## src/hdl/swc_pkg.sv

```systemverilog
package swc_pkg;

	// Interrupt vector taken after wake when global enable is set.
	localparam logic [12:0] SWC_IRQ_VECTOR = 13'h0004;
	localparam int SWC_PC_W = 13;
	// Program counter step to the prefetched instruction.
	localparam logic [12:0] SWC_PC_STEP = 13'h0001;

	// Oscillator start-up delays.
	localparam int SWC_XTAL_TOSC = 1024;
	localparam int SWC_RC_NS = 1000;
	localparam int SWC_INTERNAL_RC_OSCILLATOR_NS = 2000;
	localparam int SWC_CLK_NS = 10;
	localparam int SWC_RC_CYC = (SWC_RC_NS / SWC_CLK_NS < 1) ? 1 : SWC_RC_NS / SWC_CLK_NS;
	localparam int SWC_INTERNAL_RC_OSCILLATOR_CYC = (SWC_INTERNAL_RC_OSCILLATOR_NS / SWC_CLK_NS < 1) ? 1 : SWC_INTERNAL_RC_OSCILLATOR_NS / SWC_CLK_NS;
	// An external clock needs no start-up wait beyond one cycle.
	localparam int SWC_EXT_CYC = 1;
	localparam int SWC_CNT_W = 12;

	// Oscillator mode codes on i_osc_mode.
	localparam logic [1:0] SWC_OSC_XTAL = 2'h0;
	localparam logic [1:0] SWC_OSC_RC = 2'h1;
	localparam logic [1:0] SWC_OSC_INTRC = 2'h2;
	localparam logic [1:0] SWC_OSC_EXT = 2'h3;

	typedef enum logic [2:0] {
		SWC_RUN,
		SWC_SLEEP,
		SWC_START,
		SWC_EXEC_NEXT,
		SWC_VECTOR
	} swc_state_type;

endpackage

```

## src/hdl/swc_delay.sv

```systemverilog
`timescale 1ns/1ps
`default_nettype none

// Down counter that pulses once its loaded count has elapsed.
module swc_delay #(
	parameter int CNT_W = 12
) (
	// Clock and reset
	input wire logic i_clk,
	input wire logic i_resetn,
	// Control
	input wire logic i_load,
	input wire logic [CNT_W-1:0] i_count,
	output logic o_done
);

	logic [CNT_W-1:0] cnt_reg;
	logic [CNT_W-1:0] cnt_next;
	logic busy_reg;
	logic busy_next;
	logic done_reg;
	logic done_next;

	initial
	begin
		if (CNT_W < 2)
			$error("Counter width too small.");
	end

	always_comb
	begin
		cnt_next = cnt_reg;
		busy_next = busy_reg;
		done_next = 1'b0;
		if (i_load)
		begin
			cnt_next = i_count;
			busy_next = 1'b1;
		end
		else if (busy_reg)
		begin
			if (cnt_reg <= {{(CNT_W-1){1'b0}}, 1'b1})
			begin
				busy_next = 1'b0;
				done_next = 1'b1;
			end
			else
				cnt_next = cnt_reg - {{(CNT_W-1){1'b0}}, 1'b1};
		end
	end

	always_ff @(posedge i_clk or negedge i_resetn)
	begin
		if (!i_resetn)
		begin
			cnt_reg <= '0;
			busy_reg <= 1'b0;
			done_reg <= 1'b0;
		end
		else
		begin
			cnt_reg <= cnt_next;
			busy_reg <= busy_next;
			done_reg <= done_next;
		end
	end

	assign o_done = done_reg;

endmodule

`default_nettype wire

```

## src/hdl/swc_sleep_wakeup_control.sv

```systemverilog
`timescale 1ns/1ps
`default_nettype none

// Contract
// Sleep ends on a master-clear reset, a watchdog wake with the watchdog enabled, or an enabled interrupt.
// Master clear in sleep resets the device while watchdog and interrupt wakes resume execution.
// The power-down flag is set at power-up and cleared by every sleep instruction.
// The timeout flag is cleared when a watchdog expiry woke the device.
// The instruction at program counter plus one is prefetched while sleep executes.
// An interrupt wakes the device only if its own enable is set, whatever the global enable.
// With the global enable clear, execution continues after the sleep instruction.
// With the global enable set, the next instruction runs and then the core branches to vector 0004h.
// Software should place a no-operation instruction after sleep when running it on wake is unwanted.
// The watchdog is cleared on every wake from sleep.
// A pending enabled interrupt with the global enable clear lets sleep complete and wakes at once.
// Execution resumes after 1024 oscillator periods in crystal modes, about 1 us in RC and 2 us internal.
// Entering sleep with the watchdog enabled clears it, clears power-down, sets timeout and stops the driver.
// A watchdog expiry resets the device when running and wakes it when asleep.
// During sleep the program counter is held and execution is suspended.
module swc_sleep_wakeup_control #(
	parameter int IRQ_N = 3,
	parameter int TOSC_PER_CLK = 1
) (
	// Clock and reset
	input wire logic i_clk,
	input wire logic i_resetn,
	// Core
	input wire logic i_sleep_exec,
	input wire logic i_instr_done,
	input wire logic [swc_pkg::SWC_PC_W-1:0] i_program_counter,
	input wire logic i_global_irq_enable,
	// Interrupt sources
	input wire logic [IRQ_N-1:0] i_irq_flag,
	input wire logic [IRQ_N-1:0] i_irq_enable,
	// Watchdog, master clear, configuration
	input wire logic i_watchdog_enable,
	input wire logic i_watchdog_expired,
	input wire logic i_master_clear_pin_n,
	input wire logic [1:0] i_osc_mode,
	// Core control
	output logic o_core_halt,
	output logic o_fetch_valid,
	output logic [swc_pkg::SWC_PC_W-1:0] o_fetch_addr,
	output logic o_vector_jump,
	// Watchdog, oscillator and reset control
	output logic o_watchdog_clear,
	output logic o_osc_driver_on,
	output logic o_device_reset,
	// Status
	output logic o_timeout_flag,
	output logic o_powerdown_flag,
	output logic o_asleep
);

	localparam int XTAL_CYC = (swc_pkg::SWC_XTAL_TOSC / TOSC_PER_CLK < 1) ? 1
		: swc_pkg::SWC_XTAL_TOSC / TOSC_PER_CLK;

	initial
	begin
		if (IRQ_N < 1 || TOSC_PER_CLK < 1 || XTAL_CYC >= (1 << swc_pkg::SWC_CNT_W))
			$error("Unsupported parameter values.");
	end

	swc_pkg::swc_state_type state_reg, state_next;
	logic halt_reg, halt_next;
	logic fetch_valid_reg, fetch_valid_next;
	logic [swc_pkg::SWC_PC_W-1:0] fetch_addr_reg, fetch_addr_next;
	logic vector_reg, vector_next;
	logic wdt_clr_reg, wdt_clr_next;
	logic osc_on_reg, osc_on_next;
	logic dev_rst_reg, dev_rst_next;
	logic to_reg, to_next;
	logic pd_reg, pd_next;
	logic gie_reg, gie_next;
	logic asleep_reg, asleep_next;
	logic [swc_pkg::SWC_CNT_W-1:0] delay_count;
	logic delay_load;
	logic delay_done;
	logic irq_wake;

	assign irq_wake = |(i_irq_flag & i_irq_enable);

	always_comb
	begin
		unique case (i_osc_mode)
			swc_pkg::SWC_OSC_XTAL: delay_count = XTAL_CYC[swc_pkg::SWC_CNT_W-1:0];
			swc_pkg::SWC_OSC_RC: delay_count = swc_pkg::SWC_RC_CYC[swc_pkg::SWC_CNT_W-1:0];
			swc_pkg::SWC_OSC_INTRC: delay_count = swc_pkg::SWC_INTERNAL_RC_OSCILLATOR_CYC[swc_pkg::SWC_CNT_W-1:0];
			swc_pkg::SWC_OSC_EXT: delay_count = swc_pkg::SWC_EXT_CYC[swc_pkg::SWC_CNT_W-1:0];
		endcase
	end

	swc_delay #(
		.CNT_W(swc_pkg::SWC_CNT_W)
	) u_start_delay (
		.i_clk(i_clk),
		.i_resetn(i_resetn),
		.i_load(delay_load),
		.i_count(delay_count),
		.o_done(delay_done)
	);

	always_comb
	begin
		state_next = state_reg;
		halt_next = halt_reg;
		fetch_valid_next = 1'b0;
		fetch_addr_next = fetch_addr_reg;
		vector_next = 1'b0;
		wdt_clr_next = 1'b0;
		osc_on_next = osc_on_reg;
		dev_rst_next = 1'b0;
		to_next = to_reg;
		pd_next = pd_reg;
		gie_next = gie_reg;
		delay_load = 1'b0;
		if (!i_master_clear_pin_n)
		begin
			// Master clear restarts everything but keeps the status flags for software.
			state_next = swc_pkg::SWC_RUN;
			dev_rst_next = 1'b1;
			halt_next = 1'b0;
			osc_on_next = 1'b1;
		end
		else
		begin
			unique case (state_reg)
				swc_pkg::SWC_RUN:
				begin
					if (i_watchdog_enable && i_watchdog_expired)
						dev_rst_next = 1'b1;
					else if (i_sleep_exec)
					begin
						fetch_valid_next = 1'b1;
						fetch_addr_next = i_program_counter + swc_pkg::SWC_PC_STEP;
						pd_next = 1'b0;
						to_next = 1'b1;
						wdt_clr_next = 1'b1;
						halt_next = 1'b1;
						osc_on_next = 1'b0;
						state_next = swc_pkg::SWC_SLEEP;
					end
				end
				swc_pkg::SWC_SLEEP:
				begin
					// The sleep instruction completes before any wake is honoured.
					if ((i_watchdog_enable && i_watchdog_expired) || irq_wake)
					begin
						if (i_watchdog_enable && i_watchdog_expired)
							to_next = 1'b0;
						wdt_clr_next = 1'b1;
						gie_next = i_global_irq_enable;
						osc_on_next = 1'b1;
						delay_load = 1'b1;
						state_next = swc_pkg::SWC_START;
					end
				end
				swc_pkg::SWC_START:
				begin
					if (delay_done)
					begin
						halt_next = 1'b0;
						state_next = swc_pkg::SWC_EXEC_NEXT;
					end
				end
				swc_pkg::SWC_EXEC_NEXT:
				begin
					if (i_instr_done)
					begin
						if (gie_reg)
						begin
							vector_next = 1'b1;
							fetch_valid_next = 1'b1;
							fetch_addr_next = swc_pkg::SWC_IRQ_VECTOR;
						end
						state_next = swc_pkg::SWC_RUN;
					end
				end
				swc_pkg::SWC_VECTOR:
					state_next = swc_pkg::SWC_RUN;
				default:
					state_next = swc_pkg::SWC_RUN;
			endcase
		end
		// The sleep status is registered so that the output comes from a flip-flop.
		asleep_next = (state_next == swc_pkg::SWC_SLEEP);
	end

	always_ff @(posedge i_clk or negedge i_resetn)
	begin
		if (!i_resetn)
		begin
			state_reg <= swc_pkg::SWC_RUN;
			halt_reg <= 1'b0;
			fetch_valid_reg <= 1'b0;
			fetch_addr_reg <= '0;
			vector_reg <= 1'b0;
			wdt_clr_reg <= 1'b0;
			osc_on_reg <= 1'b1;
			dev_rst_reg <= 1'b1;
			to_reg <= 1'b1;
			pd_reg <= 1'b1;
			gie_reg <= 1'b0;
			asleep_reg <= 1'b0;
		end
		else
		begin
			state_reg <= state_next;
			halt_reg <= halt_next;
			fetch_valid_reg <= fetch_valid_next;
			fetch_addr_reg <= fetch_addr_next;
			vector_reg <= vector_next;
			wdt_clr_reg <= wdt_clr_next;
			osc_on_reg <= osc_on_next;
			dev_rst_reg <= dev_rst_next;
			to_reg <= to_next;
			pd_reg <= pd_next;
			gie_reg <= gie_next;
			asleep_reg <= asleep_next;
		end
	end

	assign o_core_halt = halt_reg;
	assign o_fetch_valid = fetch_valid_reg;
	assign o_fetch_addr = fetch_addr_reg;
	assign o_vector_jump = vector_reg;
	assign o_watchdog_clear = wdt_clr_reg;
	assign o_osc_driver_on = osc_on_reg;
	assign o_device_reset = dev_rst_reg;
	assign o_timeout_flag = to_reg;
	assign o_powerdown_flag = pd_reg;
	assign o_asleep = asleep_reg;

endmodule

`default_nettype wire
```

## config.mk

```make
export PLATFORM = sky130hd
export DESIGN_NAME = swc_sleep_wakeup_control
export DESIGN_NICKNAME = d
export VERILOG_FILES = /design/src/hdl/swc_pkg.sv /design/src/hdl/swc_delay.sv /design/src/hdl/swc_sleep_wakeup_control.sv
export SDC_FILE = /design/constraint.sdc
export NUM_CORES = 1
export LEC_CHECK = 0
export BUFFER_PORTS_ARGS = -buffer_cell sky130_fd_sc_hd__buf_2
export CORE_MARGIN = 2
export CORE_UTILIZATION = 40
export CTS_BUF_LIST = sky130_fd_sc_hd__clkbuf_2 sky130_fd_sc_hd__clkbuf_4 sky130_fd_sc_hd__clkbuf_8
export DETAILED_ROUTE_END_ITERATION = 8
export SYNTH_ARGS = -nofsm -noshare
export SYNTH_HDL_FRONTEND = slang
export SYNTH_HIERARCHICAL = 1
export SYNTH_SLANG_ARGS = --single-unit
```

## constraint.sdc

```tcl
create_clock -name i_clk -period 2.8 [get_ports i_clk]
set_clock_uncertainty 0.15 [all_clocks]
set_input_delay 0.84 -clock i_clk [delete_from_list [all_inputs] [get_ports i_clk]]
set_output_delay 0.84 -clock i_clk [all_outputs]
set_load 0.03 [all_outputs]
```

After elaboration in Yosys (flattened, before gate mapping):

Index checks and enable logic that the tools add are counted.

* register bits after elaboration: 40
* output and inout port bits: 22
* logic and storage cells: 106

* add/subtract/negate cells: 2
* $lt $le $gt $ge: 1
* equal/unequal tests: 20
* muxes and demuxes: 51
* bitwise logic cells: 2
* reduce and logical (&&, ||, !) cells: 15

Operators by type and width (count)
* 2-to-1 mux 13 bit: 4
* one-hot mux 12 bit (4 select lines): 1
* 2-to-1 mux 12 bit: 3
* 2-to-1 mux 1 bit: 30
* one-hot mux 13 bit (2 select lines): 1
* 2-to-1 mux 3 bit: 6
* inequality test 2 bit, second input constant: 7
* adder 13 x 1 -> 13 bit, second input constant: 1
* <= comparator 12 x 1 -> 1 bit, second input constant: 1
* one-hot mux 3 bit (4 select lines): 1
* AND reduction 4 bit: 3
* AND reduction 6 bit: 2
* subtractor 12 x 1 -> 12 bit, second input constant: 1
* one-hot mux 1 bit (2 select lines): 5
* inequality test 3 bit, second input constant: 3
* equality test 3 x 1 -> 1 bit, second input constant: 2
* equality test 3 x 2 -> 1 bit, second input constant: 2
* inequality test 3 x 1 -> 1 bit, second input constant: 2
* nonzero test 2 bit: 3
* equality test 2 bit, second input constant: 2
* bitwise AND 3 bit: 1
* logical NOT 3 bit: 1
* inequality test 3 x 2 -> 1 bit, second input constant: 1
* AND reduction 3 bit: 1
* other kinds (7): 7

Logic depth before layout (Yosys ltp):

Gate-level depths: netlist of the first run.

* depth in word-level cells: 8
* gate-level depth with buffers: 7
* gate-level depth less buffers: 6

By module:

The synthesis of the first run kept the hierarchy.

Modules (own cells, without submodules)
* swc_sleep_wakeup_control: instances 1, cells each 117, area each 1291.2 um2, sequential area each 655.6 um2
* swc_delay: instances 1, cells each 90, area each 867.1 um2, sequential area each 350.3 um2

Worst setup path before layout of the first run:

No wires, ideal clock.

* kind: input to register
* start: input i_watchdog_enable
* end: register u_start_delay.cnt_reg[10]
* library setup time: 0.076 ns
* arrival time: 1.911 ns
* data required time: 2.574 ns
* slack: 0.662 ns
* stages on the path: 7
* path buffers: 2
* cells stage by stage: nand2_1 nand3_1 nor2b_1 buf_1 clkbuf_1 nand2_1 o21ai_1

* word-level cells in the longest chain between the ends: 7
* elaborated cells between the ends (all ways): 9
* classes of those cells: eq/ne (1); mux (4); reduce/logical (4)

Ends and longest elaborated chain
* start, declared: RTL line swc_sleep_wakeup_control.sv:36 `input wire logic i_watchdog_enable,`
* logical AND 1 bit (*): RTL line swc_sleep_wakeup_control.sv:147 `if ((i_watchdog_enable && i_watchdog_expired) || irq_wake)`
* logical OR 1 bit (*): RTL line swc_sleep_wakeup_control.sv:147
* 2-to-1 mux 1 bit (*): RTL line swc_sleep_wakeup_control.sv:147
* 2-to-1 mux 1 bit (*): RTL line swc_sleep_wakeup_control.sv:127 `unique case (state_reg)`
* 2-to-1 mux 1 bit (*): RTL line swc_sleep_wakeup_control.sv:117 `if (!i_master_clear_pin_n)`
* named net delay_load: RTL line swc_sleep_wakeup_control.sv:77 `logic delay_load;`
* inequality test 2 bit (no source line) or nonzero test 2 bit (tied branches)
* AND reduction 2 bit (no source line)
* end signal, assigned: RTL line swc_delay.sv:62 `cnt_reg <= cnt_next;`
* end, declared: RTL line swc_delay.sv:17 `logic [CNT_W-1:0] cnt_reg;`

The timed path passes the listed nets; every way through them passes the cells marked *.
A chain may end at the register's enable or synchronous reset.

Final worst setup path of the first run:

* start: register u_start_delay.cnt_reg[0]
* end: register u_start_delay.cnt_reg[6]

* word-level cells in the longest chain between the ends: 4
* elaborated cells between the ends (all ways): 7
* classes of those cells: add/sub (1); order compare (1); eq/ne (1); mux (3); reduce/logical (1)

Ends and longest elaborated chain
* subtractor 12 x 1 -> 12 bit: RTL line swc_delay.sv:48 `cnt_next = cnt_reg - {{(CNT_W-1){1'b0}}, 1'b1};`
* 2-to-1 mux 12 bit: RTL line swc_delay.sv:42 `if (cnt_reg <= {{(CNT_W-1){1'b0}}, 1'b1})`
* 2-to-1 mux 12 bit: RTL line swc_delay.sv:40 `else if (busy_reg)`
* 2-to-1 mux 12 bit: RTL line swc_delay.sv:35 `if (i_load)`

Parallel ways exist; a longest one is shown, timed or not. The select of a mux whose other input is x is not followed.

==> results.md, run 1 <==
* Die area at 0.00600 mm^2
* Setup TNS at 0 ns
* Starting Density at a little over two fifths
* Number of CTS-inserted buffers at 5
* Dpl cells at between 300 and 400
* GRT met3 Usage at 4.30%
* Minimum clock period at 2.06 ns
* Max-cap violations at 0
* Fraction of the mapped netlist area in compound gates at around 17%
* Largest register FFs at 13
* Die H at approximately 77 um
* Slew at the pin closest to its max-slew limit at approximately 0.52 ns
* Area of the multi-input gates at 0.00109 mm^2
* Worst Path Required at between 2 and 3 ns
* Hold Crit Class: in -> async
* Reg clk slew, reported paths at ~0.08 ns
* DR DRC count at 0
* VDD IR max at between 200 and 300 uV
* Antenna violations before repair at 0
* Routed Antenna Nets at 0
* Chip width at about 77 um
* Drt via density at 4.90
* Post-synthesis mux area share at approximately 1.6%
* Number of port buffers at 50
* Fillers at around 500
* RSZ-0062 raised after global routing: no
* CP Capture Type: register
* Fin cells at around 340
* Status: finished clean
* Grt total ovfl at 0
* Synth cell types at 50
* Hold-fix buffers, CTS at 0
* IO Pins at between 50 and 60
* Final hold vios at 0
* Core area at 0.00517 mm^2
* Critical Path Start Type: register
* Leak at approximately 0.0012 uW
* Worst setup path class: reg -> reg
* Post-Synth Simple-Gate Area at 18.3%
* DRT iter0 DRCs at 37
* Drt wl/cell at between 10 and 15 um
* Clk root buf: clkbuf_8
* Worst hold margin at a little under 0.3 ns
* Crit path DAT at 2.07 ns
* Post-cts resize count at 0
* Synth Cell Area at around 0.0022 mm^2
* Ranking of synthesized cells by area: dfrtp_1 (42%), xnor2_1 (6.1%), dfstp_2 (4.9%), a22o_1 (4.5%), ha_1 (4.1%)
* Mean Syn Cell Area at 10.4 um^2
* Share of layout cells above drive strength 1 at 30.6%
* DR vias at ~1,600
* Synth Flop Type: dfrtp_1
* Slew Limit Fails at 0
* CTS H-tree depth at 2
* Flip-flop and latch area at between 0.001 and 0.0015 mm^2
* Yosys warns at 6
* Post-layout power at 1720 uW
* ANT cells at 0
* Skew-Pair Late Insertion Delay at ~0.29 ns
* Ys async rst share at 100%
* Top post-synthesis cells by count: dfrtp_1 (36), nand2_1 (23), xnor2_1 (15)
* Most common cell in the netlist: dfrtp_1
* Top cell type's share of synthesized area at about two fifths
* Pwr dens at roughly 670 mW/mm^2
* Slew HR at 65.3%
* Final wirelength at about 4.1 mm
* Area leader, netlist: dfrtp_1
* Row cnt at 26
* Crit path max fanout at 7
* GRT met2 Usage at 21.8%
* Met1 GRT Util at 20.8%
* Post-synthesis sequential area ratio at a little under half
* Pre-antenna DRT Iters at 4
* Area growth, synth to finish at 19.3%
* GRT busiest layer: met2
* Final period utilization at about three quarters
* Largest net degree at the start of global routing at 29
* First-pass GRT wire length at 7.09 mm
* Dpl hpwl at 3.13 mm
* Nets at 300
* Number of global-route vias before repair at ~1,500
* Syn Inst Count at around 210
* Post-synth EDFFs at 0
* Synthesized flop and latch total at 40
* Total track usage at between 10% and 20%
* Post-CTS setup repair buffer count at 0
* CTS Sinks at 40
* Synth Area in Adders at around 4.1%
* Gpl congestion at 0.793
* Final setup violation count at 0
* CTS tree: done
* Post-Synth XOR/XNOR Area at 8.52%
* CTS max path bufs at 2
* Main combinational cell family by area after synthesis: simple AND/OR/NAND/NOR gates
* Highest Clock Rate at 0.486 GHz
cell usage in the layout (no fill, tap or decap), drive strengths merged, types with 2 or more instances in the layout:
master and instances:
nand2 23, xor2 6, buf 52, nand2b 3, a2111oi 3, mux2 3, clkinv 3, a22o 11
nand3 8, and4 2, o21ai 15, ha 7, conb 6, o211ai 2, nor2b 4, a31oi 2
a21oi 5, inv 11, nor2 7, nor3 6, dfrtp 36, dfstp 4, clkbuf 5, nor4 4
nand4 7, xnor2 15, o21a 2
layout make-up:
cell class | instances | area share (%)
Inverter | 11 | 1.60
Tap cell | 70 | 3.40
Timing Repair Buffer | 52 | 10.3
Multi-Input combinational cell | 154 | 42.2
Clock inverter | 3 | 0.729
Sequential cell | 40 | 39.1
Clock buffer | 5 | 2.67
logic make-up (layout without fill, tap and decap cells):
group,after synthesis,count (layout)
adders and majority gates,7,7
and+or+nand+nor,68,68
muxes,3,3
buffers and inverters,18,71
other,1,6
DFF,40,40
AOI/OAI and AO/OA,49,49
xor gates and xnor gates,21,21
report_power, final:
group	switching, uW	internal, uW
combinational	297	226
sequential	122	702
clock	196	173
total	616	1100
critical path, cell delays in order, from the launching register on:
cell and delay (ns):
dfrtp_1 0.44, inv_1 0.10, ha_1 0.26, o211a_2 0.35
a2111oi_2 0.41, xnor2_1 0.17, o21ai_1 0.07
final timing paths:
check | depth (start not counted) | slack, ns | start | endpoint
worst max-delay path | 6 | 0.74 | u_start_delay/cnt_reg[0] | u_start_delay/cnt_reg[6]
worst min-delay path | 1 | 0.29 | i_resetn | state_reg[0]
worst max register to register | 6 | 0.74 | u_start_delay/cnt_reg[0] | u_start_delay/cnt_reg[6]
worst min register to register | 1 | 0.34 | gie_reg | gie_reg
max in group asynchronous | 2 | 1.53 | i_resetn | o_powerdown_flag
min in group i_clk | 1 | 0.34 | gie_reg | gie_reg
per-layer routing:
layer,wire (um),vias to the layer above
met4,41,0
met3,229,4
met1,2080,748
met2,1780,43
met5,0,-
li1,-,848
metrics by stage:
step / utilization, % / cell area, um^2 / setup WS [ns]
final: 49.8 / 2570 / 0.741
after global routing: 49.8 / 2570 / 0.616
after CTS: 49.8 / 2570 / 0.740
after detailed placement: 48.1 / 2490 / 0.466
after global placement: 48.1 / 2490 / 0.516
after floorplan: - / 2180 / 0.662
Note: power is estimated with default switching activity, not from simulation.
==> run 2, diff against run 1 <==
==> constraint.sdc (replaced) <==
create_clock -name i_clk -period 2 [get_ports i_clk]
set_clock_uncertainty 0.15 [all_clocks]
set_input_delay 0.6 -clock i_clk [delete_from_list [all_inputs] [get_ports i_clk]]
set_output_delay 0.6 -clock i_clk [all_outputs]
set_load 0.03 [all_outputs]
==> run 2 against run 1 <==
Against the previous run: die area did not move; fmax rose by 8.4%; first-iteration DRC count rose by 62%; setup slack got worse by 0.64 ns; critical path depth did not move; clock power rose by 82%; sequential share of layout area fell by 2.8 points; critical path type unchanged; worst hold slack got worse by 0.28 ns; final cell count rose by 4.5%; sequential cell count did not move; power rose by 55%; largest power group unchanged; combinational power rose by 59%.
==> results.md, run 2 (synthesis results as in run 1) <==
* Slowest CP cell: a2111oi_4 (was dfrtp_1)
* Drt via density at 4.85 (was 4.90)
* Reg clk slew, reported paths at 0.09 ns (was 0.08 ns)
* Routed Antenna Nets at 0 (unchanged)
* Final period utilization at 94.9% (was 73.5%)
* Fillers at 475 (was 495)
* VDD IR max at 618 uV (was 276 uV)
* CTS Sinks at 40 (unchanged)
* Leak at 0.00123 uW (was 0.00115 uW)
* Hold Crit Class: in -> async (unchanged)
* Die area at 0.00600 mm^2 (unchanged)
* Pre-antenna DRT Iters at 4 (unchanged)
* Final wirelength at 4.45 mm (was 4.13 mm)
* Slowest cell delay on critical path at 0.38 ns (was 0.44 ns)
* Critical path, cell by cell: inv_1, ha_2, o211a_2, a2111oi_4, xnor2_1, o21ai_1 (was inv_1, ha_1, o211a_2, a2111oi_2, xnor2_1, o21ai_1)
* Row cnt at 26 (unchanged)
* Worst setup path class: reg -> reg (unchanged)
* Seq pwr share at 43.6% (was 48.0%)
* Number of global-route vias before repair at 1,547 (was 1,542)
* Die H at 77.5 um (unchanged)
* IO Pins at 51 (unchanged)
* Most frequent cells in the layout: buf_2 (50), dfrtp_1 (35), nand2_1 (23), buf_4 (16), xnor2_1 (15) (was buf_2 (50), dfrtp_1 (36), nand2_1 (23), xnor2_1 (15))
* Reg2reg setup slack at 0.10 ns (was 0.74 ns)
* Levels on crit path at 6 (unchanged)
* Number of CTS-inserted buffers at 5 (unchanged)
* Pwr dens at 961 mW/mm^2 (was 667 mW/mm^2)
* Crit path launch: u_start_delay/cnt_reg[0] (unchanged)
* Grt total ovfl at 0 (unchanged)
* Status: finished clean (unchanged)
* Final hold vios at 0 (unchanged)
* Clk pwr share at 25.3% (was 21.5%)
* Minimum clock period at 1.90 ns (was 2.06 ns)
* Reg-to-reg endpoint: u_start_delay/cnt_reg[10] (was u_start_delay/cnt_reg[6])
* Sw power at 930 uW (was 616 uW)
* DR DRC count at 0 (unchanged)
* Clk root buf: clkbuf_8 (unchanged)
* Reg2reg path depth at 6 (unchanged)
* Starting Density at 41.7% (unchanged)
* Dpl hpwl at 3.40 mm (was 3.13 mm)
* Most common cell after layout, fill and taps aside: buf_2 (unchanged)
* Int Power at 1740 uW (was 1100 uW)
* Worst r2r src: u_start_delay/cnt_reg[0] (unchanged)
* Highest Clock Rate at 0.527 GHz (was 0.486 GHz)
* First-pass GRT wire length at 7.38 mm (was 7.09 mm)
* Number of port buffers at 50 (unchanged)
* Combinational Power Share at 31.2% (was 30.4%)
* Worst Path Required at 2.03 ns (was 2.82 ns)
* Total track usage at 15.4% (was 14.8%)
* Layout Utilization at 53.7% (was 49.8%)
* CTS tree: done (unchanged)
* Nets at 315 (was 300)
* Switching Fraction at 34.9% (was 35.8%)
* CTS H-tree depth at 2 (unchanged)
* Drt wl/cell at 12.7 um (was 12.3 um)
* Setup TNS at 0 ns (unchanged)
* Critical Path Start Type: register (unchanged)
* Chip width at 77.5 um (unchanged)
* Largest net degree at the start of global routing at 21 (was 29)
* Skew-Pair Late Insertion Delay at 0.29 ns (about the same)
* Slew Limit Fails at 0 (unchanged)
* CTS max path bufs at 2 (unchanged)
* Area growth, synth to finish at 28.6% (was 19.3%)
* Crit path max fanout at 7 (unchanged)
* CP Capture Type: register (unchanged)
* Buf/Inv on CP at 1 (unchanged)
* Worst Setup EP: u_start_delay/cnt_reg[10] (was u_start_delay/cnt_reg[6])
* Crit path max-delay family: compound AO/OA/AOI/OAI gates (unchanged)
* Core area at 0.00517 mm^2 (unchanged)
* Max-cap violations at 0 (unchanged)
* Largest register FFs at 13 (unchanged)
* Final setup violation count at 0 (unchanged)
* Gpl congestion at 0.924 (was 0.793)
* Share of layout cells above drive strength 1 at 35.7% (was 30.6%)
* DRT iter0 DRCs at 60 (was 37)
* ANT cells at 0 (unchanged)
* Crit path DAT at 1.93 ns (was 2.07 ns)
* Antenna violations before repair at 0 (unchanged)
* DR vias at 1,697 (was 1,643)
[run 2: cell count changes in the layout (fill, tap and decap cells not counted), moves of 2 or more]
| cell | before | now |
|---|---|---|
| buf_4 | 2 | 16 |
| a2111oi_2 | 3 | 0 |
| a2111oi_4 | 0 | 3 |
| clkinv_2 | 2 | 0 |
[run 2: metrics by stage]
stage                     cell area (um^2)  total power [uW]  hold WS [ns]  setup slack, ns  std cells
after floorplan                       2180              1690         0.154           0.0767        212
after global placement                2610              1960         0.323           0.0417        341
after detailed placement              2610              1970         0.325          0.00940        341
after CTS                             2720              2660        0.0124           0.0338        349
after global routing                  2780              2830        0.0146         -0.00759        350
final                                 2780              2670        0.0116            0.102        350
[run 2: per-layer routing]
metal	GRT usage [%]	vias up	share of wire, %
met3	3.72	5	4.2
met2	23.8	44	44
met1	21.1	770	50
met4	5.36	0	1.3
li1	-	878	-
met5	0	-	0
[run 2: timing repair]
item / 4_1_cts / 5_1_grt
hold buffers: 0 / 0
gates resized for setup: 0 / 8
buffers inserted: 0 / 1
endpoints found under the setup margin: 0 / 4
[run 2: area by class of cell]
type,count,area [um^2],area share (%)
Multi-Input combinational cell,154,1130,40.8
Sequential cell,40,1010,36.3
Timing Repair Buffer,67,390,14.1
Tap cell,70,87.6,3.16
Clock buffer,5,68.8,2.48
Clock inverter,3,46.3,1.67
Inverter,11,41.3,1.49
[run 2: how the worst min path moves through the flow]
stage / from / end / slack (ns) / cells after the start
2_1_floorplan: i_resetn / gie_reg / 0.15 / 0
3_3_place_gp: gie_reg / gie_reg / 0.32 / 1
3_5_place_dp: gie_reg / gie_reg / 0.32 / 1
4_1_cts: i_resetn / o_vector_jump / 0.01 / 1
5_1_grt: i_resetn / o_fetch_addr[7] / 0.01 / 1
6_report: i_resetn / o_fetch_addr[7] / 0.01 / 1
[run 2: power groups by stage]
stage | registers (uW) | logic (uW) | clock network (uW)
finish | 1160 | 831 | 673
global route | 1180 | 913 | 733
CTS | 1150 | 814 | 694
detailed placement | 1160 | 810 | 0
global placement | 1160 | 804 | 0
floorplan | 1270 | 416 | 0
==> run 3, diff against run 2 <==
--- a/config.mk
+++ b/config.mk
@@ -5,11 +5,13 @@
 export SDC_FILE = /design/constraint.sdc
 export NUM_CORES = 1
 export LEC_CHECK = 0
+export ABC_AREA = 1
 export BUFFER_PORTS_ARGS = -buffer_cell sky130_fd_sc_hd__buf_2
 export CORE_MARGIN = 2
 export CORE_UTILIZATION = 40
 export CTS_BUF_LIST = sky130_fd_sc_hd__clkbuf_2 sky130_fd_sc_hd__clkbuf_4 sky130_fd_sc_hd__clkbuf_8
 export DETAILED_ROUTE_END_ITERATION = 8
+export SETUP_SLACK_MARGIN = 0.2
 export SYNTH_ARGS = -nofsm -noshare
 export SYNTH_HDL_FRONTEND = slang
 export SYNTH_HIERARCHICAL = 1
==> run 3 against run 2 <==
Against the previous run: sequential share of layout area decreased by 3.2 points; power rose by 24%; largest power group is now combinational cells; routed wire length grew 15%; area after synthesis rose by 11%; worst hold slack improved by 0.033 ns; fmax rose by 7.8%; global-route usage increased by 1.8 points; die area increased by 10%; register-to-register slack gained 0.17 ns; setup slack improved by 0.14 ns; highest routed layer unchanged; synthesized cell count grew 59%.
==> results.md, run 3 <==
* Most frequent cells in the layout: nand2_1 (107), buf_2 (48), dfrtp_1 (36), inv_1 (34), nor2_1 (32) (was buf_2 (50), dfrtp_1 (35), nand2_1 (23), buf_4 (16), xnor2_1 (15))
* IO Pins at 51 (unchanged)
* Post-layout power at 3320 uW (was 2670 uW)
* Final wirelength at 5.13 mm (was 4.45 mm)
* Status: finished clean (unchanged)
* Area of the multi-input gates at 0.00126 mm^2 (was 0.00113 mm^2)
* DRT iter0 DRCs at 86 (was 60)
* Most common cell in the netlist: nand2_1 (was dfrtp_1)
* Highest Clock Rate at 0.568 GHz (was 0.527 GHz)
* Row cnt at 28 (was 26)
* CTS Sinks at 40 (unchanged)
* CTS tree: done (unchanged)
* First-pass GRT wire length at 8.78 mm (was 7.38 mm)
* Clk pwr share at 20.2% (was 25.3%)
* Mean Syn Cell Area at 7.24 um^2 (was 10.4 um^2)
* Worst Path Required at 1.25 ns (was 2.03 ns)
* DR DRC count at 0 (unchanged)
* Ranking of synthesized cells by area: dfrtp_1 (38%), nand2_1 (17%), inv_1 (5.8%), nor2_1 (5.5%), nand3_1 (4.8%) (was dfrtp_1 (42%), xnor2_1 (6.1%), dfstp_2 (4.9%), a22o_1 (4.5%), ha_1 (4.1%))
* Reg2reg setup slack at 0.27 ns (was 0.10 ns)
* Chip width at 81.3 um (was 77.5 um)
* Worst r2r src: state_reg[2] (was u_start_delay/cnt_reg[0])
* Crit path DAT at 1.01 ns (was 1.93 ns)
* Top post-synthesis cells by count: nand2_1 (111), inv_1 (37), dfrtp_1 (36) (was dfrtp_1 (36), nand2_1 (23), xnor2_1 (15))
* Routed Antenna Nets at 0 (unchanged)
* Most common cell after layout, fill and taps aside: nand2_1 (was buf_2)
* Hold Crit Class: in -> async (unchanged)
* Dpl hpwl at 3.89 mm (was 3.40 mm)
* Drt via density at 4.54 (was 4.85)
* Drt wl/cell at 10.8 um (was 12.7 um)
* Area growth, synth to finish at 27.2% (was 28.6%)
* RSZ-0062 raised after global routing: yes
* Pre-antenna DRT Iters at 4 (unchanged)
* Crit path max fanout at 2 (was 7)
* Post-DP Area at 0.00286 mm^2 (was 0.00261 mm^2)
* Setup TNS at 0 ns (unchanged)
* Int Power at 1940 uW (was 1740 uW)
* Clk root buf: clkbuf_8 (unchanged)
* Reg clk slew, reported paths at 0.08 ns (was 0.09 ns)
* Buf/Inv on CP at 1 (unchanged)
* DR vias at 2,166 (was 1,697)
* Syn Inst Count at 330 (was 207)
* Minimum clock period at 1.76 ns (was 1.90 ns)
* Largest register FFs at 13 (unchanged)
* Synth Cell Area at 0.00239 mm^2 (was 0.00216 mm^2)
* Skew-Pair Late Insertion Delay at 0.30 ns (was 0.29 ns)
* Total track usage at 17.2% (was 15.4%)
* Final hold vios at 0 (unchanged)
* Finished Cell Area at 0.00304 mm^2 (was 0.00278 mm^2)
* Fin cells at 477 (was 350)
* Synth Flop Type: dfrtp_1 (unchanged)
* Ys async rst share at 100% (unchanged)
* Post-synthesis sequential area ratio at 42.1% (was 46.6%)
* Worst hold margin at 0.0447 ns (was 0.0116 ns)
* Max-cap violations at 0 (unchanged)
* Area leader, netlist: dfrtp_1 (unchanged)
* Largest net degree at the start of global routing at 29 (was 21)
* Slew Limit Fails at 0 (unchanged)
* Reg2reg path depth at 13 (was 6)
* Die area at 0.00661 mm^2 (was 0.00600 mm^2)
* Yosys warns at 6 (unchanged)
* Leak at 0.00167 uW (was 0.00123 uW)
* Slowest CP cell: dfstp_2 (was a2111oi_4)
* Critical path, cell by cell: buf_2 (was inv_1, ha_2, o211a_2, a2111oi_4, xnor2_1, o21ai_1)
* Post-synth EDFFs at 0 (unchanged)
* Gpl congestion at 0.831 (was 0.924)
* Antenna violations before repair at 0 (unchanged)
* Pwr dens at 1090 mW/mm^2 (was 961 mW/mm^2)
* Flip-flop and latch area at 0.00101 mm^2 (about the same)
* Combinational Power Share at 44.6% (was 31.2%)
* Starting Density at 40.8% (was 41.7%)
* Fillers at 578 (was 475)
* VDD IR max at 574 uV (was 618 uV)
* Synthesized flop and latch total at 40 (unchanged)
* Number of port buffers at 50 (unchanged)
* Core area at 0.00585 mm^2 (was 0.00517 mm^2)
* Worst setup path class: reg -> out (was reg -> reg)
* Grt total ovfl at 0 (unchanged)
* Number of CTS-inserted buffers at 5 (unchanged)
* Seq pwr share at 35.2% (was 43.6%)
* Share of layout cells above drive strength 1 at 29.4% (was 35.7%)
* Final period utilization at 88.1% (was 94.9%)
* Switching Fraction at 41.5% (was 34.9%)
* Reg-to-reg endpoint: u_start_delay/cnt_reg[6] (was u_start_delay/cnt_reg[10])
* Final setup violation count at 0 (unchanged)
* CTS H-tree depth at 2 (unchanged)
* Nets at 437 (was 315)
* Die H at 81.3 um (was 77.5 um)
* Synth cell types at 28 (was 50)
* Number of global-route vias before repair at 2,051 (was 1,547)
* Crit path max-delay family: flip-flops (was compound AO/OA/AOI/OAI gates)
* Top cell type's share of synthesized area at 37.7% (was 41.7%)
* Slowest cell delay on critical path at 0.53 ns (was 0.38 ns)
* Sw power at 1380 uW (was 930 uW)
* ANT cells at 0 (unchanged)
* CTS max path bufs at 2 (unchanged)
* Dpl cells at 467 (was 341)
* CP Capture Type: primary output (was register)
* Critical Path Start Type: register (unchanged)
[run 3: cell count changes in the layout (fill, tap and decap cells not counted), sizes merged, moves of 11 or more]
cell	delta
nand3	+15
nor2	+39
nand2	+99
xnor2	-11
a22o	-11
inv	+27
[run 3: metrics by stage]
| stage | setup slack, ns | util [%] |
|---|---|---|
| finish | 0.238 | 52.0 |
| global route | 0.145 | 52.0 |
| CTS | 0.208 | 51.0 |
| detailed placement | -0.138 | 48.9 |
| global placement | -0.110 | 48.9 |
| floorplan | 0.0693 | - |
[run 3: how the worst max path moves through the flow]
stage / start / cells past startpoint / endpoint / slack [ns]
4_1_cts: state_reg[1] / 13 / u_start_delay/cnt_reg[6] / 0.21
2_1_floorplan: i_watchdog_enable / 15 / u_start_delay/cnt_reg[7] / 0.07
3_3_place_gp: i_watchdog_enable / 15 / u_start_delay/cnt_reg[9] / -0.11
6_report: o_osc_driver_on / 1 / o_osc_driver_on / 0.24
5_1_grt: state_reg[2] / 14 / u_start_delay/cnt_reg[3] / 0.15
3_5_place_dp: i_watchdog_enable / 15 / u_start_delay/cnt_reg[11] / -0.14
[run 3: layout make-up]
class | instances | area share (%)
multi-input cells | 248 | 41.6
well taps | 75 | 3.09
inverters | 41 | 5.56
clock buffers | 6 | 2.51
flip-flops and latches | 40 | 33.1
clock inverters | 2 | 1.15
repair buffers | 65 | 13.0
[run 3: cell families (layout without fill, tap and decap cells)]
family | after synthesis | in the layout | share of synthesized area [%]
AND/OR/NAND/NOR | 199 | 200 | 36.1
flip-flops | 40 | 40 | 42.1
XOR/XNOR | 7 | 7 | 2.57
adder cells (fa/ha/maj) | 7 | 7 | 3.66
AO/OA/AOI/OAI | 28 | 28 | 6.02
other | 1 | 6 | 0.157
buffers and inverters | 48 | 114 | 9.42
[run 3: repair_timing]
action,4_1_cts,5_1_grt
pin swaps,0,5
hold buffers,0,0
buffers inserted,0,1
endpoints found under the setup margin,5,14
resized for setup,2,14
cloned,0,1
[run 3: per-layer routing]
metal  vias up  track usage [%]  wire [um]
met5         -                0          0
met4         0             8.31        116
met3         9             2.89        235
met2        51             28.7       2340
met1       964             21.6       2440
li1       1142                -          -
[run 3: power groups by stage]
stage	sequential [uW]	clock, uW	combinational [uW]
floorplan	1300	0	886
global placement	1180	0	1370
detailed placement	1180	0	1390
CTS	1170	687	1410
global route	1200	726	1680
finish	1170	669	1480
